## src/mdrp_pkg.sv

```systemverilog
/*
  Shared constants of the multiplexed dynamic memory port controller:
  address split, strobe timing in nanoseconds and the cycle counts derived
  from them. Assumes a single 20 MHz clock.
*/
`default_nettype none

package mdrp_pkg;

  // ---------------------------------------------------------------
  // geometry
  // ---------------------------------------------------------------
  localparam int ADDR_BITS     = 14;  // full cell address
  localparam int ROW_BITS      = 7;   // shared address lines
  localparam int ROW_LSB       = 7;   // row half sits in the upper bits
  localparam int ROWS_FULL     = 128; // rows refreshed with column strobe high
  localparam int ROWS_CBR      = 64;  // rows refreshed with column strobe low

  // ---------------------------------------------------------------
  // timing in nanoseconds
  // ---------------------------------------------------------------
  localparam int CLK_PERIOD_NS          = 50;
  localparam int PRECHARGE_INTERVAL_NS  = 100;
  localparam int ROW_ACTIVE_MIN_TIME_NS = 150;
  localparam int ROW_ADDR_HOLD_NS       = 25;
  localparam int COL_ACCESS_NS          = 100;
  localparam int ROW_TO_COL_DELAY_NS    = 50;  // latest column strobe fall
  localparam int MUX_WINDOW_NS          = 40;
  localparam int RETENTION_NS           = 2000000;

  // least times round up to whole cycles, never below one
  function automatic int mdrp_min_cyc(input int ns);
    int c;
    c = (ns + CLK_PERIOD_NS - 1) / CLK_PERIOD_NS;
    return (c < 1) ? 1 : c;
  endfunction

  // ---------------------------------------------------------------
  // derived cycle counts
  // ---------------------------------------------------------------
  localparam int PRECHARGE_CYC  = mdrp_min_cyc(PRECHARGE_INTERVAL_NS);
  localparam int ROW_ACTIVE_CYC = mdrp_min_cyc(ROW_ACTIVE_MIN_TIME_NS);
  localparam int ROW_HOLD_CYC   = mdrp_min_cyc(ROW_ADDR_HOLD_NS);
  localparam int COL_ACCESS_CYC = mdrp_min_cyc(COL_ACCESS_NS);

  // ---------------------------------------------------------------
  // sequencer states
  // ---------------------------------------------------------------
  typedef enum logic [2:0] {
    MDRP_IDLE,
    MDRP_ROW,
    MDRP_HOLD,
    MDRP_COL,
    MDRP_CAS,
    MDRP_REF,
    MDRP_PRE,
    MDRP_DESEL
  } mdrp_state_t;

endpackage

`default_nettype wire

```

## src/mdrp_refresh_if.sv

```systemverilog
/*
  Handshake between the refresh timer and the access sequencer.
  Assumes both ends run on the same clock.
*/
`default_nettype none

interface mdrp_refresh_if;
  logic       req;  // refresh due, level until ack
  logic       ack;  // one-cycle pulse when the refresh starts
  logic [6:0] row;  // row to refresh next

  modport timer (output req, output row, input  ack);
  modport ctrl  (input  req, input  row, output ack);
endinterface

`default_nettype wire

```

## src/mdrp_refresh_timer.sv

```systemverilog
/*
  Refresh timer: raises a request every interval and steps the refresh row
  on each acknowledge. Assumes the sequencer acknowledges within one access.
*/
`default_nettype none

module mdrp_refresh_timer #(
  parameter int INTERVAL_CYC = 312,
  parameter int ROW_COUNT    = 128
) (
  input  wire logic     clk_in,
  input  wire logic     srst_in,
  mdrp_refresh_if.timer rif
);

  // ---------------------------------------------------------------
  // checks
  // ---------------------------------------------------------------
  if (INTERVAL_CYC < 16 || ROW_COUNT < 1 || ROW_COUNT > 128)
  begin : g_chk
    $error("refresh timer parameters out of range");
  end

  logic [31:0] tick;
  logic [31:0] since_ack;

  // ---------------------------------------------------------------
  // interval counter and request flag
  // ---------------------------------------------------------------
  // the set wins over the ack so a tick landing on it is kept
  always_ff @(posedge clk_in)
  begin
    if (srst_in)
    begin
      tick    <= 32'h0;
      rif.req <= 1'b0;
    end
    else
    begin
      if (tick == 32'(INTERVAL_CYC - 1))
      begin
        tick    <= 32'h0;
        rif.req <= 1'b1;
      end
      else
      begin
        tick <= tick + 32'h1;
        if (rif.ack)
          rif.req <= 1'b0;
      end
    end
  end

  // row pointer wraps at the row count
  always_ff @(posedge clk_in)
  begin
    if (srst_in)
      rif.row <= 7'h00;
    else if (rif.ack)
      rif.row <= (rif.row == 7'(ROW_COUNT - 1)) ? 7'h00 : rif.row + 7'h01;
  end

  // ---------------------------------------------------------------
  // checking helper
  // ---------------------------------------------------------------
  always_ff @(posedge clk_in)
  begin
    if (srst_in || rif.ack)
      since_ack <= 32'h0;
    else if (since_ack != 32'hffffffff)
      since_ack <= since_ack + 32'h1;
  end

  a_refresh_period: assert property (@(posedge clk_in) disable iff (srst_in)
    since_ack < 32'(2 * INTERVAL_CYC + 64))
    else $error("refresh not started within two intervals");

endmodule

`default_nettype wire

```

## src/mdrp_ctrl.sv

```systemverilog
/*
  Controller for a 16384 x 1 dynamic memory with multiplexed address lines:
  takes single-bit read and write requests, drives the row and column
  strobes, write strobe, address multiplexer and data input, and schedules
  refresh. Assumes the memory's data output arrives synchronous to clk_in.

*/
`default_nettype none

module mdrp_ctrl #(
  parameter int RETENTION_NS   = mdrp_pkg::RETENTION_NS,
  parameter bit CBR_REFRESH    = 1'b0, // refresh with column strobe low first
  parameter bit RELEASE_ON_FALL = 1'b0 // memory releases output on column fall
) (
  input  wire logic        clk_in,
  input  wire logic        srst_in,
  input  wire logic        req_valid_in,
  input  wire logic        req_write_in,
  input  wire logic [13:0] req_addr_in,
  input  wire logic        req_wdata_in,
  output var  logic        req_ready_out,
  output var  logic        rd_valid_out,
  output var  logic        rd_data_out,
  output var  logic        ram_ras_n_out,
  output var  logic        ram_cas_n_out,
  output var  logic        ram_we_n_out,
  output var  logic [6:0]  ram_addr_out,
  output var  logic        ram_din_out,
  input  wire logic        ram_dout_in
);

  // ---------------------------------------------------------------
  // derived figures and checks
  // ---------------------------------------------------------------
  // longest time, so rounds down
  localparam int INTERVAL_CYC = RETENTION_NS / mdrp_pkg::CLK_PERIOD_NS
                                / (CBR_REFRESH ? mdrp_pkg::ROWS_CBR : mdrp_pkg::ROWS_FULL);

  if (INTERVAL_CYC < 16 || mdrp_pkg::COL_ACCESS_CYC > 14 || mdrp_pkg::ROW_ACTIVE_CYC > 14
      || mdrp_pkg::PRECHARGE_CYC > 14)
  begin : g_chk
    $error("retention or timing figures outside what the sequencer can serve");
  end

  mdrp_pkg::mdrp_state_t state;
  logic [3:0]            cnt;
  logic [3:0]            ras_cnt;
  logic                  is_write;
  logic                  is_ref;
  logic [6:0]            col_addr;
  logic                  desel_due;

  mdrp_refresh_if rif ();

  // ---------------------------------------------------------------
  // refresh timer
  // ---------------------------------------------------------------
  mdrp_refresh_timer #(
    .INTERVAL_CYC (INTERVAL_CYC),
    .ROW_COUNT    (CBR_REFRESH ? mdrp_pkg::ROWS_CBR : mdrp_pkg::ROWS_FULL)
  ) u_refresh (
    .clk_in  (clk_in),
    .srst_in (srst_in),
    .rif     (rif.timer)
  );

  // ---------------------------------------------------------------
  // row strobe low-time counter
  // ---------------------------------------------------------------
  // saturates so long cycles never wrap into a false short count
  always_ff @(posedge clk_in)
  begin
    if (srst_in || ram_ras_n_out)
      ras_cnt <= 4'h0;
    else if (ras_cnt != 4'hf)
      ras_cnt <= ras_cnt + 4'h1;
  end

  // ---------------------------------------------------------------
  // access sequencer
  // ---------------------------------------------------------------
  always_ff @(posedge clk_in)
  begin
    if (srst_in)
    begin
      state         <= mdrp_pkg::MDRP_IDLE;
      cnt           <= 4'h0;
      is_write      <= 1'b0;
      is_ref        <= 1'b0;
      col_addr      <= 7'h00;
      desel_due     <= 1'b0;
      req_ready_out <= 1'b0;
      rd_valid_out  <= 1'b0;
      rd_data_out   <= 1'b0;
      ram_ras_n_out <= 1'b1;
      ram_cas_n_out <= 1'b1;
      ram_we_n_out  <= 1'b1;
      ram_addr_out  <= 7'h00;
      ram_din_out   <= 1'b0;
      rif.ack       <= 1'b0;
    end
    else
    begin
      rd_valid_out <= 1'b0;
      rif.ack      <= 1'b0;
      case (state)
        mdrp_pkg::MDRP_IDLE:
        begin
          if (req_ready_out && req_valid_in)
          begin
            // row half goes out a full cycle before the row strobe falls
            ram_addr_out  <= req_addr_in[13:mdrp_pkg::ROW_LSB];
            col_addr      <= req_addr_in[6:0];
            is_write      <= req_write_in;
            ram_din_out   <= req_wdata_in;
            is_ref        <= 1'b0;
            req_ready_out <= 1'b0;
            state         <= mdrp_pkg::MDRP_ROW;
          end
          else if (rif.req)
          begin
            ram_addr_out  <= rif.row;
            ram_cas_n_out <= ~CBR_REFRESH;
            is_ref        <= 1'b1;
            rif.ack       <= 1'b1;
            req_ready_out <= 1'b0;
            state         <= mdrp_pkg::MDRP_ROW;
          end
          else
            req_ready_out <= 1'b1;
        end
        mdrp_pkg::MDRP_ROW:
        begin
          ram_ras_n_out <= 1'b0;
          state         <= mdrp_pkg::MDRP_HOLD;
        end
        mdrp_pkg::MDRP_HOLD:
        begin
          // row hold of one cycle already past; switch the multiplexer now
          if (is_ref)
            state <= mdrp_pkg::MDRP_REF;
          else
          begin
            ram_addr_out <= col_addr;
            ram_we_n_out <= ~is_write;
            state        <= mdrp_pkg::MDRP_COL;
          end
        end
        mdrp_pkg::MDRP_COL:
        begin
          ram_cas_n_out <= 1'b0;
          cnt           <= 4'h0;
          state         <= mdrp_pkg::MDRP_CAS;
        end
        mdrp_pkg::MDRP_CAS:
        begin
          cnt <= cnt + 4'h1;
          // data sampled while both strobes are still low, so turn-off never bites
          if (cnt >= 4'(mdrp_pkg::COL_ACCESS_CYC - 1) && ras_cnt >= 4'(mdrp_pkg::ROW_ACTIVE_CYC - 1))
          begin
            rd_valid_out  <= ~is_write;
            rd_data_out   <= ram_dout_in;
            ram_ras_n_out <= 1'b1;
            ram_cas_n_out <= 1'b1;
            ram_we_n_out  <= 1'b1;
            desel_due     <= RELEASE_ON_FALL & ~is_write;
            cnt           <= 4'h0;
            state         <= mdrp_pkg::MDRP_PRE;
          end
        end
        mdrp_pkg::MDRP_REF:
        begin
          if (ras_cnt >= 4'(mdrp_pkg::ROW_ACTIVE_CYC - 1))
          begin
            ram_ras_n_out <= 1'b1;
            ram_cas_n_out <= 1'b1;
            cnt           <= 4'h0;
            state         <= mdrp_pkg::MDRP_PRE;
          end
        end
        mdrp_pkg::MDRP_PRE:
        begin
          cnt <= cnt + 4'h1;
          if (cnt >= 4'(mdrp_pkg::PRECHARGE_CYC - 1))
          begin
            if (desel_due)
            begin
              // column-only pulse with row strobe high clears a held output
              ram_cas_n_out <= 1'b0;
              desel_due     <= 1'b0;
              state         <= mdrp_pkg::MDRP_DESEL;
            end
            else
              state <= mdrp_pkg::MDRP_IDLE;
          end
        end
        mdrp_pkg::MDRP_DESEL:
        begin
          ram_cas_n_out <= 1'b1;
          state         <= mdrp_pkg::MDRP_IDLE;
        end
        default:
          state <= mdrp_pkg::MDRP_IDLE;
      endcase
    end
  end

  // ---------------------------------------------------------------
  // strobe timing checks
  // ---------------------------------------------------------------
  // counts match the 20 MHz defaults: two precharge, three active cycles
  a_precharge_hold: assert property (@(posedge clk_in) disable iff (srst_in)
    $rose(ram_ras_n_out) |-> ram_ras_n_out [*2])
    else $error("row strobe high shorter than precharge");

  a_row_active_min: assert property (@(posedge clk_in) disable iff (srst_in)
    $fell(ram_ras_n_out) |-> !ram_ras_n_out [*3])
    else $error("row strobe low shorter than active minimum");

  // one cycle after the fall: the address seen at the fall edge and one edge later must match,
  // the column half legally replaces it on the following edge
  a_row_addr_stable: assert property (@(posedge clk_in) disable iff (srst_in)
    $fell(ram_ras_n_out) |-> $stable(ram_addr_out))
    else $error("row address moved around row strobe fall");

  a_col_after_hold: assert property (@(posedge clk_in) disable iff (srst_in)
    $fell(ram_cas_n_out) && !ram_ras_n_out |->
      $stable(ram_addr_out) && $past(ram_ras_n_out, 2) == 1'b0 && $past(ram_ras_n_out, 3) == 1'b1)
    else $error("column strobe fell outside the multiplex slot");

  a_write_setup: assert property (@(posedge clk_in) disable iff (srst_in)
    $fell(ram_cas_n_out) && !ram_ras_n_out |-> $stable(ram_we_n_out) && $stable(ram_din_out))
    else $error("write strobe or data changed at column strobe fall");

  a_read_sample: assert property (@(posedge clk_in) disable iff (srst_in)
    rd_valid_out |-> $past(ram_cas_n_out) == 1'b0 && $past(ram_cas_n_out, 2) == 1'b0
                     && ram_cas_n_out && ram_ras_n_out)
    else $error("read data taken before column access elapsed");

  a_cbr_only_variant: assert property (@(posedge clk_in) disable iff (srst_in)
    $fell(ram_ras_n_out) && !ram_cas_n_out |-> CBR_REFRESH && ram_we_n_out ##1 !ram_cas_n_out)
    else $error("column strobe low at row fall outside refresh variant");

  a_strobes_rise: assert property (@(posedge clk_in) disable iff (srst_in)
    $rose(ram_cas_n_out) && $past(ram_ras_n_out) == 1'b0 |-> $rose(ram_ras_n_out) && ram_we_n_out)
    else $error("strobes did not rise together at end of access");

endmodule

`default_nettype wire

```

## config.mk

```make
export PLATFORM = sky130hd
export DESIGN_NAME = mdrp_ctrl
export DESIGN_NICKNAME = d
export VERILOG_FILES = /design/src/mdrp_pkg.sv /design/src/mdrp_refresh_if.sv /design/src/mdrp_refresh_timer.sv /design/src/mdrp_ctrl.sv
export SDC_FILE = /design/constraint.sdc
export NUM_CORES = 1
export LEC_CHECK = 0
export BUFFER_PORTS_ARGS = -buffer_cell sky130_fd_sc_hd__buf_2
export CAP_MARGIN = 40
export CORE_MARGIN = 1.5
export CORE_UTILIZATION = 55
export CTS_BUF_LIST = sky130_fd_sc_hd__clkbuf_4
export CTS_CLUSTER_DIAMETER = 100
export CTS_CLUSTER_SIZE = 14
export DETAILED_ROUTE_END_ITERATION = 6
export HOLD_SLACK_MARGIN = 0.12
export PLACE_DENSITY = 0.75
export REMOVE_ABC_BUFFERS = 1
export SLEW_MARGIN = 20
export SYNTH_ARGS = -nofsm -noshare
export SYNTH_HDL_FRONTEND = slang
export SYNTH_SLANG_ARGS = --single-unit
```

## constraint.sdc

```tcl
create_clock -name clk_in -period 4.35 [get_ports clk_in]
set_input_delay 0.435 -clock clk_in [delete_from_list [all_inputs] [get_ports clk_in]]
set_output_delay 0.435 -clock clk_in [all_outputs]
set_load 0.02 [all_outputs]
```

==> flow_metrics.tcl, run 1 <==
set metrics [dict create \
    dp_hpwl_mm 5.15 \
    post_cts_buffers 0 \
    synth.top_cells.by_area "dfxtp_1 43%, nand2_1 6.6%, a21oi_1 5.7%" \
    area_delta_synth_final_pct 10.3 \
    grt_overflow 0 \
    insertion_delay_ps 410 \
    yosys_most_used_dff "dfxtp_1" \
    dpl_worst_slack_ps 2290 \
    power_density_nw_per_um2 357 \
    cts_tree "done" \
    cts_resized 0 \
    required_ps 4640 \
    post-route-min-period_ps 2140 \
    cts_root_buffer "clkbuf_4" \
    synthTopCellsByCount "75 x dfxtp_1, 62 x nand2_1, 47 x nor2_1, 40 x a21oi_1, 17 x clkbuf_1" \
    path_max_fanout 5 \
    finalSetupTns_ps 0 \
    relSlewSlack_pct 43.0 \
    cp-end-kind "flip-flop" \
    reg2reg_slack_ps 2210 \
    initial_core_util_pct 58.1 \
    clock_sinks 75 \
    synth_cell_type_count 42 \
    synth.most_common_cell "dfxtp_1" \
    wire_per_inst_um 13.8 \
    hp-start "req_write_in" \
    hold_path_depth 3 \
    die_w_um 83.0 \
    final-setup-viol-count 0 \
    crit_start "ras_cnt[0]$_SDFFE_PP0P_" \
    instances_no_fill 534 \
    fmax_mhz 466 \
    setup_slack_ps 2210 \
    first_pass_iters 5 \
    hold_viol_final 0 \
    reg2reg_from "ras_cnt[0]$_SDFFE_PP0P_" \
    drt_iter0_drc 153 \
    skew_ps 13.0 \
    grt_first_pass_wirelength_mm 12.7 \
    antenna_cells 0 \
    status "completed" \
    first_global_vias 2919 \
    max_cap_viol_count 0 \
    rows 28 \
    nNetsFinal 481 \
    synth_warnings 0 \
    synth_edf_count 0 \
    num_io_pins 34 \
    grt_max_degree 35 \
    rr_worst_depth 6 \
    die-area_um2 6890 \
    hold_class "primary input to flip-flop" \
    core_area_um2 6060 \
    vias 3162 \
    cts_made_buffers 9 \
    gp_congestion 0.815 \
    hold_end "is_write$_SDFFE_PP0P_" \
    synth-async-reset-ratio_pct 0 \
    cts_max_level 3 \
    clk_path_buf_depth 2 \
    synth_cells 429 \
    remaining_drc_errors 0 \
    min_period_over_period_pct 49.3 \
    antenna_found_initial 0 \
    ir_worst_vdd_mv 0.277 \
    fin_util_pct 64.1 \
    detail-route-antenna-nets 0 \
    drv_slew 0 \
    wl_mm 7.36 \
    placed_cells 518 \
    worst_ep_arrival_time_ps 2430 \
    critPathKind "flip-flop to flip-flop" \
    yosysTopAreaCell "dfxtp_1" \
    portBuffers 33 \
    seq_area_frac_synth_pct 42.6 \
    cts_hold_buf 0 \
    tightest_slew_ps 847 \
    r2r_end "ram_cas_n_out$_SDFFE_PP1P_" \
    viasPerCell 5.92 \
    leakagePower_nw 1.37 \
    worst_setup_path_start_kind "flip-flop" \
    rsz0062_at_grt "no" \
    ys_ff_latch 75 \
    cts.clk_slew.worst_paths_ps 130 \
    dieHeight_um 83.0 \
    track_usage_pct 21.9 \
    drive_gt1_share_pct 11.8 \
    synth_area_per_cell_um2 8.21 \
    synth_area_um2 3520 \
    synth_top_area_share_pct 42.6 \
]
[layer usage]
layer | up-vias | global-route usage (%) | part of all wire [%]
li1 | 1598 | - | -
met1 | 1470 | 26.7 | 46
met2 | 84 | 37.2 | 48
met3 | 10 | 6.56 | 4.6
met4 | 0 | 6.82 | 1.5
met5 | - | 0 | 0
[per-stage QoR]
step / cell area [µm²] / hold WS, ps / power, mW
3_5_place_dp: 3700 / 446 / 0.869
5_1_grt: 3890 / 233 / 1.45
4_1_cts: 3890 / 228 / 1.40
6_report: 3890 / 249 / 1.39
2_1_floorplan: 3430 / 408 / 0.819
3_3_place_gp: 3700 / 437 / 0.865
[cell type report]
| class | count | area (µm²) |
|---|---|---|
| repair buffers | 35 | 180 |
| flip-flops and latches | 75 | 1500 |
| clock buffers | 9 | 67.6 |
| clock inverters | 7 | 115 |
| fillers | 539 | 2170 |
| multi-input cells | 321 | 1880 |
| inverters | 12 | 45.0 |
| well taps | 75 | 93.8 |
[placed cells by master (no fill, tap or decap), types with 3 or more instances in the layout]
cell,n
and2_1,4
xor2_1,9
ha_1,7
nand2b_1,3
o31ai_1,16
clkbuf_4,9
bufinv_16,3
and4_1,4
nor4_1,11
nand2_1,62
nand3_1,16
nor2_1,47
inv_1,12
a2111oi_0,3
dfxtp_1,75
nor3_1,8
and3_1,5
buf_2,33
nand4_1,13
a311o_1,7
or4_1,15
xnor2_1,12
or3_1,6
o21ai_0,9
a21oi_1,40
nor2b_1,3
[sequential cells by signal, summed over array words and instances (netlist names)]
register           count
u_refresh.tick        32
rif.ack                1
req_ready_out          1
is_write               1
state                  3
u_refresh.rif.row      7
ras_cnt                4
is_ref                 1
ram_din_out            1
ram_addr_out           7
u_refresh.rif.req      1
ram_we_n_out           1
rd_data_out            1
ram_cas_n_out          1
col_addr               7
rd_valid_out           1
ram_ras_n_out          1
cnt                    4
[cells by family (layout without fill, tap and decap cells)]
family	after synthesis	after routing	synth area share (%)
muxes	2	2	0.568
and+or+nand+nor	206	206	29.7
DFF	75	75	42.6
adders and majority gates	7	7	2.49
buffers and inverters	33	63	4.01
xor gates and xnor gates	21	21	5.22
AOI/OAI and AO/OA	85	85	15.3
[how the worst max path moves through the flow]
stage,end,slack (ps),cells after the start
finish,ram_cas_n_out$_SDFFE_PP1P_,2210,6
global route,ram_cas_n_out$_SDFFE_PP1P_,2010,6
CTS,ram_cas_n_out$_SDFFE_PP1P_,2200,6
detailed placement,ram_cas_n_out$_SDFFE_PP1P_,2290,6
global placement,ram_cas_n_out$_SDFFE_PP1P_,2340,6
floorplan,u_refresh.tick[10]$_SDFF_PP0_,2110,5
[power by group]
part | switching, mW | internal [mW]
sequential | 0.0217 | 0.706
clock | 0.244 | 0.290
combinational | 0.0803 | 0.0449
total | 0.346 | 1.04
[critical path, cell delays in order, from the launching register on]
cell and delay [ps]:
dfxtp_1 430, inv_1 60, ha_1 190, nor4_1 640, nor2_1 140, a2111oi_0 410
o21ai_0 150
(Power assumes the default switching activity.)
==> run 2, diff against run 1 <==
--- a/config.mk
+++ b/config.mk
@@ -14,7 +14,7 @@
 export CTS_CLUSTER_SIZE = 14
 export DETAILED_ROUTE_END_ITERATION = 6
 export HOLD_SLACK_MARGIN = 0.12
-export PLACE_DENSITY = 0.75
+export PLACE_DENSITY = 0.78
 export REMOVE_ABC_BUFFERS = 1
 export SLEW_MARGIN = 20
 export SYNTH_ARGS = -nofsm -noshare
==> constraint.sdc (replaced) <==
create_clock -name clk_in -period 1.8 [get_ports clk_in]
set_input_delay 0.18 -clock clk_in [delete_from_list [all_inputs] [get_ports clk_in]]
set_output_delay 0.18 -clock clk_in [all_outputs]
set_load 0.02 [all_outputs]
==> run 2 against run 1 <==
Net effect:
- register-to-register slack got worse by 2100 ps
- critical path type unchanged
- sequential power rose by 140%
- highest routed layer unchanged
- critical path depth fell by 1
- clock-buffer cell count did not move
- via count rose by 4.9%
- first-iteration DRC count fell by 3.3%
- flip-flop and latch count did not move
- largest cell class unchanged
- critical endpoint is now u_refresh.tick[27]$_SDFF_PP0_
==> flow_metrics.tcl, run 2 (synthesis results as in run 1) <==
set metrics [dict create \
    status "completed" \
    cts_root_buffer "clkbuf_4" \
    final-setup-viol-count 0 \
    tightest_slew_ps 381 \
    die-area_um2 6890 \
    rsz0062_at_grt "yes" \
    viasPerCell 5.76 \
    antenna_cells 0 \
    cp-end-kind "flip-flop" \
    wire_per_inst_um 13.7 \
    final_cell_mix "64 x dfxtp_1, 62 x nand2_1, 47 x nor2_1" \
    gp_congestion 0.842 \
    path_max_fanout 4 \
    max_stage_delay_ps 550 \
    leakagePower_nw 1.55 \
    grt_overflow 0 \
    max_cap_viol_count 0 \
    drive_gt1_share_pct 19.2 \
    first_pass_iters 4 \
    core_area_um2 6060 \
    required_ps 2150 \
    dieHeight_um 83.0 \
    drt_iter0_drc 148 \
    area_delta_synth_final_pct 20.6 \
    nNetsFinal 524 \
    worst_ep_arrival_time_ps 2050 \
    initial_core_util_pct 58.1 \
    cts.clk_slew.worst_paths_ps 130 \
    largest_register_ffs 32 \
    ir_worst_vdd_mv 0.730 \
    clock_sinks 75 \
    wl_mm 7.89 \
    grt_max_degree 33 \
    worstPathBufferInverterCount 1 \
    grt_first_pass_wirelength_mm 13.8 \
    worst_setup_path_start_kind "flip-flop" \
    detail-route-antenna-nets 0 \
    hold_viol_final 0 \
    post-route-min-period_ps 1700 \
    rows 28 \
    power_density_nw_per_um2 739 \
    fin_util_pct 70.1 \
    critPathTopFamily "simple AND/OR/NAND/NOR gates" \
    path_cells "buf_4, and4_1, nand4_1, or4_1, a21oi_1" \
    remaining_drc_errors 0 \
    die_w_um 83.0 \
    cts_max_level 3 \
    num_io_pins 34 \
    cts_tree "done" \
    antenna_found_initial 0 \
    cts_made_buffers 9 \
    setup_slack_ps 104 \
    relSlewSlack_pct 74.6 \
    finalSetupTns_ps 0 \
    critPathKind "flip-flop to flip-flop" \
    first_global_vias 3211 \
    fmax_mhz 590 \
    top_register "u_refresh.tick" \
    cp_slowest_cell "or4_1" \
    min_period_over_period_pct 94.2 \
    dp_hpwl_mm 5.29 \
    portBuffers 33 \
    vias 3317 \
    skew_ps 8.33 \
    track_usage_pct 23.8 \
    dpl_worst_slack_ps 22.4 \
    hold_class "primary input to flip-flop" \
    clk_path_buf_depth 2 \
    final_common_cell "dfxtp_1" \
    fill_cells 505 \
    drv_slew 0 \
    insertion_delay_ps 420 \
]
==> run 2: layer usage <==
layer  wire length, µm  up-vias  global-route usage, %
met5                 0        -                      0
met4                98        0                   8.94
met3               361       13                   5.57
met2              3860       80                   41.1
met1              3570     1538                   28.8
li1                  -     1686                      -
==> run 2: worst register-to-register path, cell delays in order (launching register included) <==
cell and delay, ps:
dfxtp_1 350, buf_4 120, and4_1 270, nand4_1 200
or4_1 550, a21oi_1 150
==> run 2: power breakdown <==
group / total [mW] / internal (mW) / switching, mW
clock: 1.01 / 0.418 / 0.593
sequential: 1.75 / 1.71 / 0.0428
combinational: 0.380 / 0.163 / 0.216
==> run 2: final cells by class <==
class | instances | area, µm² | share of cell area [%]
inverters | 12 | 45.0 | 1.06
well taps | 75 | 93.8 | 2.21
multi-input cells | 321 | 1900 | 44.8
repair buffers | 78 | 558 | 13.1
flip-flops and latches | 75 | 1520 | 35.7
clock buffers | 9 | 67.6 | 1.59
clock inverters | 6 | 66.3 | 1.56
==> run 2: final timing paths <==
kind                                startpoint                             to  slack, ps  cells past startpoint
setup / recovery  u_refresh.tick[1]$_SDFF_PP0_  u_refresh.tick[27]$_SDFF_PP0_        100                      5
hold / removal                 req_addr_in[11]   ram_addr_out[4]$_SDFFE_PP0P_        160                      4
setup reg to reg  u_refresh.tick[1]$_SDFF_PP0_  u_refresh.tick[27]$_SDFF_PP0_        100                      5
hold reg to reg   ram_addr_out[6]$_SDFFE_PP0P_   ram_addr_out[6]$_SDFFE_PP0P_        460                      2
==> run 2: repair_timing <==
action	4_1_cts	5_1_grt
hold buffers	17	0
endpoints found under the hold margin	20	0
buffers inserted	0	1
endpoints found under the setup margin	2	10
resized for setup	1	15
pin swaps	0	2
==> run 2: metrics by stage <==
step | instances | hold WS [ps] | area [µm²] | total power, mW
finish | 576 | 159 | 4250 | 3.14
global route | 576 | 157 | 4250 | 3.28
CTS | 575 | 123 | 4210 | 3.17
detailed placement | 543 | 430 | 3900 | 2.13
global placement | 543 | 417 | 3900 | 2.12
floorplan | 408 | 249 | 3430 | 1.98
==> run 3, diff against run 2 <==
--- a/config.mk
+++ b/config.mk
@@ -7,14 +7,14 @@
 export LEC_CHECK = 0
 export BUFFER_PORTS_ARGS = -buffer_cell sky130_fd_sc_hd__buf_2
 export CAP_MARGIN = 40
-export CORE_MARGIN = 1.5
 export CORE_UTILIZATION = 55
 export CTS_BUF_LIST = sky130_fd_sc_hd__clkbuf_4
-export CTS_CLUSTER_DIAMETER = 100
+export CTS_CLUSTER_DIAMETER = 150
 export CTS_CLUSTER_SIZE = 14
 export DETAILED_ROUTE_END_ITERATION = 6
 export HOLD_SLACK_MARGIN = 0.12
 export PLACE_DENSITY = 0.78
+export RECOVER_POWER = 100
 export REMOVE_ABC_BUFFERS = 1
 export SLEW_MARGIN = 20
 export SYNTH_ARGS = -nofsm -noshare
==> run 3 against run 2 <==
Net effect:
- clock-buffer cell count is 2 higher
- final area shrank 2.2%
- first-iteration DRC count is 6.8% lower
- total power decreased by 0.47%
- critical path depth fell by 1
- sequential share of layout area grew 0.73 points
- largest power group unchanged
- largest cell class unchanged
- non-clock buffer count fell by 7
- via count is 1.8% lower
- setup slack lost 23 ps
- clock power hardly changed
- core utilization is 1.5 points lower
==> flow_metrics.tcl, run 3 (synthesis results as in run 1) <==
set metrics [dict create \
    dp_hpwl_mm 5.21 \
    post_cts_buffers 0 \
    skew_ps 10.1 \
    largest_register_ffs 32 \
    track_usage_pct 24.6 \
    cts_tree "done" \
    cts.clk_slew.worst_paths_ps 120 \
    postPlaceCellArea_um2 3900 \
    first_pass_iters 4 \
    first_global_vias 2972 \
    p_total_mw 3.13 \
    combPwrFrac_pct 11.3 \
    critPathKind "flip-flop to flip-flop" \
    clk_path_buf_depth 2 \
    max_stage_delay_ps 550 \
    area_delta_synth_final_pct 18.0 \
    portBuffers 33 \
    detail-route-antenna-nets 0 \
    tightest_slew_ps 453 \
    cts_max_level 3 \
    worstPathBufferInverterCount 0 \
    rows 28 \
    worst_setup_path_start_kind "flip-flop" \
    swShare_pct 26.4 \
    status "completed" \
    die-area_um2 6730 \
    dieHeight_um 82.0 \
    antenna_found_initial 0 \
    min_period_over_period_pct 95.5 \
    nNetsFinal 517 \
    gp_congestion 0.852 \
    final_cell_mix "66 x dfxtp_1, 62 x nand2_1, 47 x nor2_1" \
    required_ps 2140 \
    drt_iter0_drc 138 \
    remaining_drc_errors 0 \
    top_register "u_refresh.tick" \
    path_cells "and4_2, nand4_1, or4_1, a21oi_1" \
    grt_max_degree 33 \
    max_cap_viol_count 0 \
    insertion_delay_ps 410 \
    final_common_cell "dfxtp_1" \
    leakagePower_nw 1.47 \
    num_io_pins 34 \
    antenna_cells 0 \
    cp-end-kind "flip-flop" \
    path_max_fanout 5 \
    wl_mm 7.62 \
    switchingPower_mw 0.826 \
    clock_sinks 75 \
    final-setup-viol-count 0 \
    p_int_mw 2.30 \
    design_area_um2 4160 \
    initial_core_util_pct 58.1 \
    whs_ps 145 \
    finalSetupTns_ps 0 \
    grt_overflow 0 \
    ir_worst_vdd_mv 0.544 \
    setup_slack_ps 80.9 \
    grt_first_pass_wirelength_mm 12.9 \
    drv_slew 0 \
    die_w_um 82.0 \
    cp_slowest_cell "or4_1" \
    drive_gt1_share_pct 15.8 \
    fmax_mhz 582 \
    power_density_nw_per_um2 752 \
    hold_class "primary input to flip-flop" \
    dpl_worst_slack_ps 1.97 \
    post-route-min-period_ps 1720 \
    p_clk_share_pct 32.8 \
    worst_ep_arrival_time_ps 2060 \
    cts_made_buffers 9 \
    viasPerCell 5.72 \
    seqPwrFrac_pct 55.9 \
    core_area_um2 6060 \
    wire_per_inst_um 13.4 \
    vias 3258 \
    hold_viol_final 0 \
    critPathTopFamily "simple AND/OR/NAND/NOR gates" \
    cts_root_buffer "clkbuf_4" \
    relSlewSlack_pct 69.8 \
    rsz0062_at_grt "yes" \
]
==> run 3: cell types whose count changed in the layout (fill, tap and decap cells not counted), moves of 2 or more <==
cell / delta
dfxtp_1: +2
clkinv_2: +3
clkbuf_4: +2
clkinvlp_4: -2
clkbuf_1: +15
dlygate4sd3_1: -6
dfxtp_2: -2
buf_2: -14
buf_4: -3
==> run 3: worst paths after layout <==
path,endpoint,slack [ps],from,cells past startpoint
setup / recovery,u_refresh.tick[27]$_SDFF_PP0_,80,u_refresh.tick[4]$_SDFF_PP0_,4
hold / removal,ram_addr_out[1]$_SDFFE_PP0P_,140,req_addr_in[8],4
setup reg to reg,u_refresh.tick[27]$_SDFF_PP0_,80,u_refresh.tick[4]$_SDFF_PP0_,4
hold reg to reg,rd_valid_out$_SDFF_PP0_,460,is_write$_SDFFE_PP0P_,1
==> run 3: power groups by stage <==
stage | sequential, mW | combinational (mW) | clock (mW)
after global placement | 1.78 | 0.334 | 0
after detailed placement | 1.78 | 0.340 | 0
final | 1.75 | 0.353 | 1.02
after CTS | 1.75 | 0.361 | 1.06
after floorplan | 1.81 | 0.171 | 0
after global routing | 1.76 | 0.398 | 1.11
==> run 3: metrics by stage <==
step,util (%),instances
2_1_floorplan,-,408
3_3_place_gp,64.4,543
3_5_place_dp,64.4,543
4_1_cts,68.6,570
5_1_grt,68.6,570
6_report,68.6,570
==> run 3: area by class of cell <==
class	count	area, µm²
flip-flops and latches	75	1510
multi-input cells	321	1900
well taps	75	93.8
clock inverters	5	53.8
repair buffers	71	467
fillers	524	1910
clock buffers	11	82.6
inverters	12	45.0
==> run 3: per-layer routing <==
layer  GRT usage (%)  vias to the layer above  part of all wire [%]
met5               0                        -                     0
met4            7.54                        0                   1.2
met3            7.22                        8                   5.1
met2            42.7                       76                    49
met1            29.0                     1504                    45
li1                -                     1670                     -
==> run 3: worst min-delay path: cells and delay by family <==
kind / cells / cell delay (ps)
AND/OR/NAND/NOR: 1 / 40
AO/OA/AOI/OAI: 2 / 200
buffers and inverters: 1 / 100
==> run 3: repair_timing <==
item,in CTS,in global routing
endpoints found under the setup margin,1,16
pin swaps,0,0
endpoints found under the hold margin,14,0
hold buffers,11,0
gates resized for setup,1,14
